### src/hdl/ascr_defs.svh
`ifndef ASCR_DEFS_SVH
`define ASCR_DEFS_SVH

// ----------------------------------------
// register indices, byte address is index * 4
// ----------------------------------------
`define ASCR_IDX_STATUS 8'h01
`define ASCR_IDX_SETUP 8'h02
`define ASCR_IDX_SPAN12 8'h03
`define ASCR_IDX_SPAN34 8'h04
`define ASCR_IDX_IRQ_STAT 8'h08
`define ASCR_IDX_IRQ_MASK 8'h09

// ----------------------------------------
// reset values and masks
// ----------------------------------------
`define ASCR_RST_STATUS 8'h00
`define ASCR_RST_SETUP 8'h08
`define ASCR_RST_SPAN 8'h33
`define ASCR_SETUP_WMASK 8'h7B
`define ASCR_RST_IRQ 3'h0

// ----------------------------------------
// field positions
// ----------------------------------------
`define ASCR_ST_RESET_BIT 7
`define ASCR_ST_FAULT_BIT 6
`define ASCR_SU_HEADER_BIT 6
`define ASCR_SU_EXTCLK_BIT 5
`define ASCR_SU_LANES_HI 4
`define ASCR_SU_LANES_LO 3
`define ASCR_SU_POWER_HI 1
`define ASCR_SU_POWER_LO 0

// ----------------------------------------
// interrupt event bits
// ----------------------------------------
`define ASCR_EV_RESET 0
`define ASCR_EV_FAULT 1
`define ASCR_EV_BADSPAN 2
`define ASCR_EV_N 3

// ----------------------------------------
// span code limits
// ----------------------------------------
`define ASCR_SPAN_2V5 4'h0
`define ASCR_SPAN_5V 4'h1
`define ASCR_SPAN_RSVD_LO 4'hC

`endif

### src/hdl/ascr_pkg.sv
package ascr_pkg;

  typedef enum logic [1:0] {
    ASCR_PWR_NORMAL,
    ASCR_PWR_STANDBY,
    ASCR_PWR_AUTO_STANDBY,
    ASCR_PWR_SHUTDOWN
  } ascr_power_t;

  typedef enum logic [1:0] {
    ASCR_SPAN_PM2V5,
    ASCR_SPAN_PM5V,
    ASCR_SPAN_PM10V,
    ASCR_SPAN_RESERVED
  } ascr_span_t;

  typedef struct packed {
    logic status_header_en;
    logic external_averaging_clock_en;
    logic [2:0] serial_result_lane_count;
    ascr_power_t power_state;
  } ascr_cfg_t;

  typedef struct packed {
    ascr_span_t ch4_input_span;
    ascr_span_t ch3_input_span;
    ascr_span_t ch2_input_span;
    ascr_span_t ch1_input_span;
  } ascr_spans_t;

endpackage

### src/hdl/ascr_regs.sv
`timescale 1ns/1ps
`default_nettype none
`include "ascr_defs.svh"

module ascr_regs #(
  parameter int ADDR_W = 12
) (
  input wire logic clk_in,
  input wire logic rst_n_in,
  input wire logic psel_in,
  input wire logic penable_in,
  input wire logic pwrite_in,
  input wire logic [ADDR_W-1:0] paddr_in,
  input wire logic [31:0] pwdata_in,
  input wire logic [3:0] pstrb_in,
  output logic [31:0] prdata_out,
  output logic pready_out,
  output logic pslverr_out,
  input wire logic partial_reset_in,
  input wire logic [7:0] logic_fault_register_in,
  output var ascr_pkg::ascr_cfg_t cfg_out,
  output var ascr_pkg::ascr_spans_t spans_out,
  output logic irq_out
);

  // ----------------------------------------
  // state
  // ----------------------------------------
  typedef struct packed {
    logic boot_done;
    logic reset_seen;
    logic [7:0] setup;
    logic [7:0] span12;
    logic [7:0] span34;
    logic [`ASCR_EV_N-1:0] irq_stat;
    logic [`ASCR_EV_N-1:0] irq_mask;
    logic fault_q;
    logic [31:0] rdata;
  } ascr_regs_state_t;

  ascr_regs_state_t st_r;
  ascr_regs_state_t st_nxt;

  // ----------------------------------------
  // helpers
  // ----------------------------------------
  function automatic logic [ADDR_W-1:0] byte_addr(input logic [7:0] idx);
    byte_addr = ADDR_W'({idx, 2'b00});
  endfunction

  function automatic ascr_pkg::ascr_span_t span_decode(input logic [3:0] code);
    if (code == `ASCR_SPAN_2V5) begin
      span_decode = ascr_pkg::ASCR_SPAN_PM2V5;
    end else if (code == `ASCR_SPAN_5V) begin
      span_decode = ascr_pkg::ASCR_SPAN_PM5V;
    end else if (code >= `ASCR_SPAN_RSVD_LO) begin
      span_decode = ascr_pkg::ASCR_SPAN_RESERVED;
    end else begin
      span_decode = ascr_pkg::ASCR_SPAN_PM10V;
    end
  endfunction

  function automatic logic span_bad(input logic [7:0] pair);
    span_bad = (pair[7:4] >= `ASCR_SPAN_RSVD_LO) || (pair[3:0] >= `ASCR_SPAN_RSVD_LO);
  endfunction

  // ----------------------------------------
  // bus decode
  // ----------------------------------------
  logic setup_ph;
  logic access_ph;
  logic hit_status;
  logic hit_setup;
  logic hit_span12;
  logic hit_span34;
  logic hit_istat;
  logic hit_imask;
  logic hit_any;
  logic wr_ok;
  logic rd_done;
  logic fault_now;
  logic [7:0] status_val;
  logic [7:0] wbyte;

  assign setup_ph = psel_in && !penable_in;
  assign access_ph = psel_in && penable_in;
  assign hit_status = paddr_in == byte_addr(`ASCR_IDX_STATUS);
  assign hit_setup = paddr_in == byte_addr(`ASCR_IDX_SETUP);
  assign hit_span12 = paddr_in == byte_addr(`ASCR_IDX_SPAN12);
  assign hit_span34 = paddr_in == byte_addr(`ASCR_IDX_SPAN34);
  assign hit_istat = paddr_in == byte_addr(`ASCR_IDX_IRQ_STAT);
  assign hit_imask = paddr_in == byte_addr(`ASCR_IDX_IRQ_MASK);
  assign hit_any = hit_status | hit_setup | hit_span12 | hit_span34 | hit_istat | hit_imask;
  // low byte lane only; a write without it changes nothing
  assign wr_ok = access_ph && pwrite_in && hit_any && pstrb_in[0];
  assign rd_done = access_ph && !pwrite_in && hit_status;
  assign wbyte = pwdata_in[7:0];
  // summary of the fault flags, live level
  assign fault_now = |logic_fault_register_in;

  always_comb begin
    status_val = `ASCR_RST_STATUS;
    status_val[`ASCR_ST_RESET_BIT] = st_r.reset_seen;
    status_val[`ASCR_ST_FAULT_BIT] = fault_now;
  end

  // ----------------------------------------
  // next state
  // ----------------------------------------
  always_comb begin
    logic [`ASCR_EV_N-1:0] ev;
    ev = '0;
    st_nxt = st_r;
    st_nxt.boot_done = 1'b1;
    st_nxt.fault_q = fault_now;

    // register read data during setup so it leaves a flop
    if (setup_ph) begin
      st_nxt.rdata = '0;
      if (hit_status) begin
        st_nxt.rdata[7:0] = status_val;
      end else if (hit_setup) begin
        st_nxt.rdata[7:0] = st_r.setup & `ASCR_SETUP_WMASK;
      end else if (hit_span12) begin
        st_nxt.rdata[7:0] = st_r.span12;
      end else if (hit_span34) begin
        st_nxt.rdata[7:0] = st_r.span34;
      end else if (hit_istat) begin
        st_nxt.rdata[`ASCR_EV_N-1:0] = st_r.irq_stat;
      end else if (hit_imask) begin
        st_nxt.rdata[`ASCR_EV_N-1:0] = st_r.irq_mask;
      end
    end

    // a status read acknowledges the reset flag
    if (rd_done) begin
      st_nxt.reset_seen = 1'b0;
    end

    if (wr_ok) begin
      if (hit_setup) begin
        st_nxt.setup = wbyte & `ASCR_SETUP_WMASK;
      end
      if (hit_span12) begin
        st_nxt.span12 = wbyte;
        ev[`ASCR_EV_BADSPAN] = span_bad(wbyte);
      end
      if (hit_span34) begin
        st_nxt.span34 = wbyte;
        ev[`ASCR_EV_BADSPAN] = span_bad(wbyte);
      end
      if (hit_istat) begin
        st_nxt.irq_stat = st_r.irq_stat & ~wbyte[`ASCR_EV_N-1:0];
      end
      if (hit_imask) begin
        st_nxt.irq_mask = wbyte[`ASCR_EV_N-1:0];
      end
    end

    // partial reset puts the setup and spans back to defaults
    if (partial_reset_in) begin
      st_nxt.setup = `ASCR_RST_SETUP;
      st_nxt.span12 = `ASCR_RST_SPAN;
      st_nxt.span34 = `ASCR_RST_SPAN;
    end

    // set beats clear for every hardware flag
    if (partial_reset_in || !st_r.boot_done) begin
      st_nxt.reset_seen = 1'b1;
      ev[`ASCR_EV_RESET] = 1'b1;
    end
    ev[`ASCR_EV_FAULT] = fault_now && !st_r.fault_q;
    st_nxt.irq_stat = st_nxt.irq_stat | ev;
  end

  // ----------------------------------------
  // registers
  // ----------------------------------------
  always_ff @(posedge clk_in) begin
    if (!rst_n_in) begin
      st_r.boot_done <= 1'b0;
      st_r.reset_seen <= 1'b0;
      st_r.setup <= `ASCR_RST_SETUP;
      st_r.span12 <= `ASCR_RST_SPAN;
      st_r.span34 <= `ASCR_RST_SPAN;
      st_r.irq_stat <= `ASCR_RST_IRQ;
      st_r.irq_mask <= `ASCR_RST_IRQ;
      st_r.fault_q <= 1'b0;
      st_r.rdata <= 32'h0000_0000;
    end else begin
      st_r <= st_nxt;
    end
  end

  // ----------------------------------------
  // outputs
  // ----------------------------------------
  // zero wait: read data was loaded in the setup cycle
  assign pready_out = 1'b1;
  assign pslverr_out = access_ph && !hit_any;
  assign prdata_out = st_r.rdata;
  assign irq_out = |(st_r.irq_stat & st_r.irq_mask);

  always_comb begin
    logic [1:0] lanes;
    lanes = st_r.setup[`ASCR_SU_LANES_HI:`ASCR_SU_LANES_LO];
    cfg_out.status_header_en = st_r.setup[`ASCR_SU_HEADER_BIT];
    cfg_out.external_averaging_clock_en = st_r.setup[`ASCR_SU_EXTCLK_BIT];
    case (lanes)
      2'h1: cfg_out.serial_result_lane_count = 3'h2;
      2'h2: cfg_out.serial_result_lane_count = 3'h4;
      default: cfg_out.serial_result_lane_count = 3'h1;
    endcase
    cfg_out.power_state = ascr_pkg::ascr_power_t'(
      st_r.setup[`ASCR_SU_POWER_HI:`ASCR_SU_POWER_LO]);
  end

  assign spans_out.ch1_input_span = span_decode(st_r.span12[3:0]);
  assign spans_out.ch2_input_span = span_decode(st_r.span12[7:4]);
  assign spans_out.ch3_input_span = span_decode(st_r.span34[3:0]);
  assign spans_out.ch4_input_span = span_decode(st_r.span34[7:4]);

endmodule // ascr_regs

`default_nettype wire

### config.mk
export PLATFORM = sky130hd
export DESIGN_NAME = ascr_regs
export DESIGN_NICKNAME = d
export VERILOG_FILES = /design/src/hdl/ascr_pkg.sv /design/src/hdl/ascr_regs.sv
export VERILOG_INCLUDE_DIRS = /design/src /design/src/hdl
export SDC_FILE = /design/constraint.sdc
export NUM_CORES = 1
export LEC_CHECK = 0
export ABC_AREA = 1
export CAP_MARGIN = 20
export CORE_ASPECT_RATIO = 0.8
export CORE_UTILIZATION = 30
export CTS_CLUSTER_DIAMETER = 30
export DETAILED_ROUTE_END_ITERATION = 10
export DONT_BUFFER_PORTS = 1
export HOLD_SLACK_MARGIN = 0.08
export PLACE_DENSITY = 0.54
export SYNTH_ARGS = -nofsm -noshare
export SYNTH_HDL_FRONTEND = slang
export SYNTH_SLANG_ARGS = --single-unit
### constraint.sdc
create_clock -name clk_in -period 1.8 [get_ports clk_in]
set_input_delay 0.27 -clock clk_in [delete_from_list [all_inputs] [get_ports clk_in]]
set_output_delay 0.27 -clock clk_in [all_outputs]
set_load 0.005 [all_outputs]
# Yosys cells after proc, flatten, opt, wreduce, memory -nomap -nowiden
# Index checks and enable logic that the tools add are counted.
# classes
reduce_logical,28
magnitude_cmp,6
bitwise,10
n_mux,35
eq_ne,12
# ops
operator,count
$mux W65,1
$mux W8,6
$mux W29,1
$eq A12 B4 Y1 const B,2
$eq A12 B6 Y1 const B,2
$ge A4 B4 Y1 const B,6
$mux W24,1
$eq A4 B1 Y1 const B,4
$logic_not A4 Y1,4
$mux W2,8
$mux W3,5
$eq A12 B3 Y1 const B,1
$eq A12 B5 Y1 const B,1
$mux W1,10
$logic_and A1 B1 Y1,9
$reduce_and A2 Y1,4
$reduce_or A8 Y1,1
$mux W7,1
$and A3 B3 Y3,2
$pmux W3 S2,1
$logic_not A1 Y1,5
$mux W5,1
$or A1 B1 Y1,5
$not A3 Y3,1
other kinds (8),9
# totals
wordCells,100
inputBits,62
ff_bits,39

# Depth between registers and ports, before layout
# logic_depth
ltp_word,11
depth_mapped,13
mapped_depth_nobuf,12

# Worst setup path before layout
# No wires, ideal clock.
# synth_timing
path_type,input to output
from,in paddr_in[11]
to,out pslverr_out
path_slack_ps,347
required_ps,1530
t_arrival_ps,1183
path_stages,9
path_cell_list,nor2_2 > nand2_2 > inv_1 > nand3_1 > nand2_1 > nor2_4 > nand2_8 > buf_6 > nor2_1
# synth_between
elab_chain_cells,8
word_cells_on_any_way,13
# synth_lines
element,line_no,text
"start, declared",ascr_regs.sv:13,"input wire logic [ADDR_W-1:0] paddr_in,"
$eq A12 B3 Y1 or $eq A12 B4 Y1 (tied branches),"ascr_regs.sv:87, ascr_regs.sv:88",
$or A1 B1 Y1 (4 in series),ascr_regs.sv:93,assign hit_any = hit_status | hit_setup | hit_span12 | hit_span34 | hit_istat | hit_imask;
$or A1 B1 Y1 (*),ascr_regs.sv:93,
$logic_not A1 Y1 (*),ascr_regs.sv:200,assign pslverr_out = access_ph && !hit_any;
$logic_and A1 B1 Y1 (*),ascr_regs.sv:200,
"end, declared",ascr_regs.sv:18,"output logic pslverr_out,"
# Every way passes the cells marked *; elsewhere a longest branch is shown, timed or not.

# Worst setup path in the final report
# layout_timing
from,in paddr_in[1]
to,out pslverr_out
# The elaborated chain is that of the path after synthesis.

==> impl_metrics.py <==
metrics = {
    "cells_and_area": {
        "fin_nets": 448,
        "drive_above_1_share_pct": 9.610,
        "area_delta_synth_final_pct": 2.819,
        "fillers": 907,
        "diodes": 0,
        "layout.cells.non_filler": 493,
    },
    "global_route": {
        "gr-total-overflow": 0,
        "antenna_found_initial": 0,
        "grt_usage_pct": 14.77,
        "grt_first_pass_wirelength_um": 10160,
        "grt_pass1_vias": 2003,
        "grt_max_degree": 23,
    },
    "logic_synthesis": {
        "synth.ff_latch_count": 39,
        "synth_top_area_share_pct": 30.86,
        "synth_area_per_cell_um2": 6.504,
        "synth_area_leaders": "dfxtp_1 31%, nand2_1 14%, buf_4 11%",
        "yosysWarningCount": 0,
        "syn-instance-count": 389,
        "synth_cell_types": 28,
        "synth.largest_area_cell": "dfxtp_1",
        "seq_area_frac_synth_pct": 30.86,
        "netlist_area_um2": 2530,
    },
    "routing": {
        "drc": 0,
        "ant_nets": 0,
        "via_per_inst": 4.499,
        "vias": 2218,
        "drtIter0Drc": 162,
        "drt_first_pass_iters": 4,
        "wl_per_cell_um": 12.75,
        "finalWirelength_um": 6285,
    },
    "floorplan": {
        "initial_core_util_pct": 31.41,
        "die_x_um": 104.7,
        "die_area_um2": 8806,
        "coreArea_um2": 8055,
        "die_y_um": 84.14,
        "io_pins": 112,
        "placementRows": 29,
    },
    "timing": {
        "finalWorstSetupSlack_ns": 0.2413,
        "grt_setup_unrepaired": "false",
        "maxSlewViolCount": 0,
        "period_minus_slack_ns": 1.559,
        "fin_crit_sh_pct": 86.59,
        "hold_violations": 0,
        "fmax_mhz": 641.6,
        "finClkSkew_ns": 0.006671,
        "finalSetupTns_ns": 0,
        "fin_hold_ws_ns": 0.09439,
        "finalSetupViolCount": 0,
    },
    "place": {
        "gp_congestion": 0.8691,
        "place_hpwl_um": 4960,
        "numPortBuffers": 0,
        "pre_cts_slack_ns": 0.07943,
        "dp_cells": 484,
    },
    "clocking": {
        "cts.sinks": 39,
        "cts_max_level": 2,
        "cts.clk_slew.worst_paths_ns": 0.07,
        "clock-root-buffer": "clkbuf_8",
        "clock_latency_ns": 0.29,
        "cts_tree": "built",
        "cts_max_path_buffers": 2,
        "cts_buffers": 5,
    },
    "worst_setup_path": {
        "required_ns": 1.53,
        "start_kind": "primary input",
        "worstSetupPathType": "primary input to output port",
        "cp.arrival_ns": 1.29,
        "worstSetupEndpointType": "output port",
        "rrSetupSlack_ns": 0.82,
        "crit_fanout": 19,
    },
    "pwr": {
        "p_leak_nw": 1.324,
        "powerDensity_nw_per_um2": 631.0,
        "power_mw": 1.641,
        "vdd_drop_max_v": 0.0002659,
    },
    "run": {
        "drv_cap": 0,
    },
    "status": {
        "outcome": "finished, final reports clean",
    },
    "worst_hold_path": {
        "worstHoldPathType": "primary input to flop",
    },
}
[per-stage QoR]
| stage | cell area (µm²) | utilization [%] |
|---|---|---|
| floorplan | 2616 | - |
| global placement | 2487 | 30.88 |
| detailed placement | 2487 | 30.88 |
| CTS | 2601 | 32.29 |
| global route | 2601 | 32.29 |
| finish | 2601 | 32.29 |
[power breakdown]
| group | switching [mW] | internal [mW] |
|---|---|---|
| sequential | 0.00424 | 0.870 |
| combinational | 0.0719 | 0.0280 |
| clock | 0.319 | 0.349 |
| total | 0.395 | 1.25 |
[sequential cells by signal, summed over array words and instances, names as in the netlist]
signal	cells
prdata_out	8
cfg_out	4
st_r	27
[timing repair]
action / 4_1_cts / 5_1_grt
setup buffers: 0 / 0
hold buffers: 1 / 0
setup endpoints to repair: 0 / 0
resized for setup: 0 / 0
endpoints found under the hold margin: 1 / 0
[worst paths after layout]
check / start / end / cells past startpoint
hold / removal: rst_n_in / st_r[35]$_SDFFE_PN0P_ / 2
setup / recovery: paddr_in[1] / pslverr_out / 8
setup reg to reg: st_r[41]$_SDFFE_PP0P_ / prdata_out[2]$_SDFFE_PN0P_ / 4
hold reg to reg: st_r[48]$_SDFFE_PP1P_ / st_r[48]$_SDFFE_PP1P_ / 2
[per-layer routing]
| layer | vias up | wire length [µm] | track usage [%] |
|---|---|---|---|
| li1 | 1148 | - | - |
| met1 | 1007 | 3029 | 19.50 |
| met2 | 56 | 2811 | 23.36 |
| met3 | 7 | 387 | 4.736 |
| met4 | 0 | 56 | 3.713 |
| met5 | - | 0 | 0 |
[kinds of logic after synthesis]
kind of cell | synth area share, %
and+or+nand+nor | 39.96
buffers and inverters | 21.56
DFF | 30.86
AOI/OAI and AO/OA | 6.330
adders and majority gates | 0.9890
other | 0.2968
[final cells by class]
class	count	area (µm²)	share of cell area, %
clock buffers	7	96.34	3.704
clock inverters	1	7.507	0.2886
inverters	61	229.0	8.802
multi-input cells	269	1290	49.59
flip-flops and latches	39	780.7	30.01
well taps	108	135.1	5.195
repair buffers	8	62.56	2.405
[cells in the mapped netlist (all sizes together)]
| library cell | count |
|---|---|
| nand3b | 1 |
| o21ai | 7 |
| o22ai | 4 |
| nor2 | 58 |
| nand4 | 18 |
| inv | 61 |
| o211ai | 5 |
| conb | 2 |
| ha | 2 |
| a21oi | 11 |
| nand3 | 30 |
| dfxtp | 39 |
| o31ai | 1 |
| nand2 | 102 |
| clkbuf | 3 |
| nor3 | 5 |
| buf | 40 |
[cell usage in the layout (no fill, tap or decap)]
cell,instances
a21oi_1,11
buf_4,7
clkbuf_8,7
clkinvlp_4,1
conb_1,25
dfxtp_1,39
dlygate4sd3_1,1
ha_1,2
inv_1,60
inv_2,1
nand2_1,94
nand2_2,6
nand2_4,1
nand2_8,1
nand3_1,28
nand3_4,2
nand3b_2,1
nand4_1,18
nor2_1,49
nor2_2,5
nor2_4,4
nor3_1,4
nor3_2,1
o211ai_1,5
o21ai_0,6
o21ai_1,1
o22ai_1,4
o31ai_1,1
[worst max-delay path, stage by stage]
cell and delay (ns):
nor2_1 0.16, nand2_1 0.11, nor2_1 0.20, nand2_1 0.13
nand2_1 0.14, nor2_4 0.06, nand2_8 0.13, nor2_1 0.09
No activity file was read; power rests on OpenSTA's default activity.
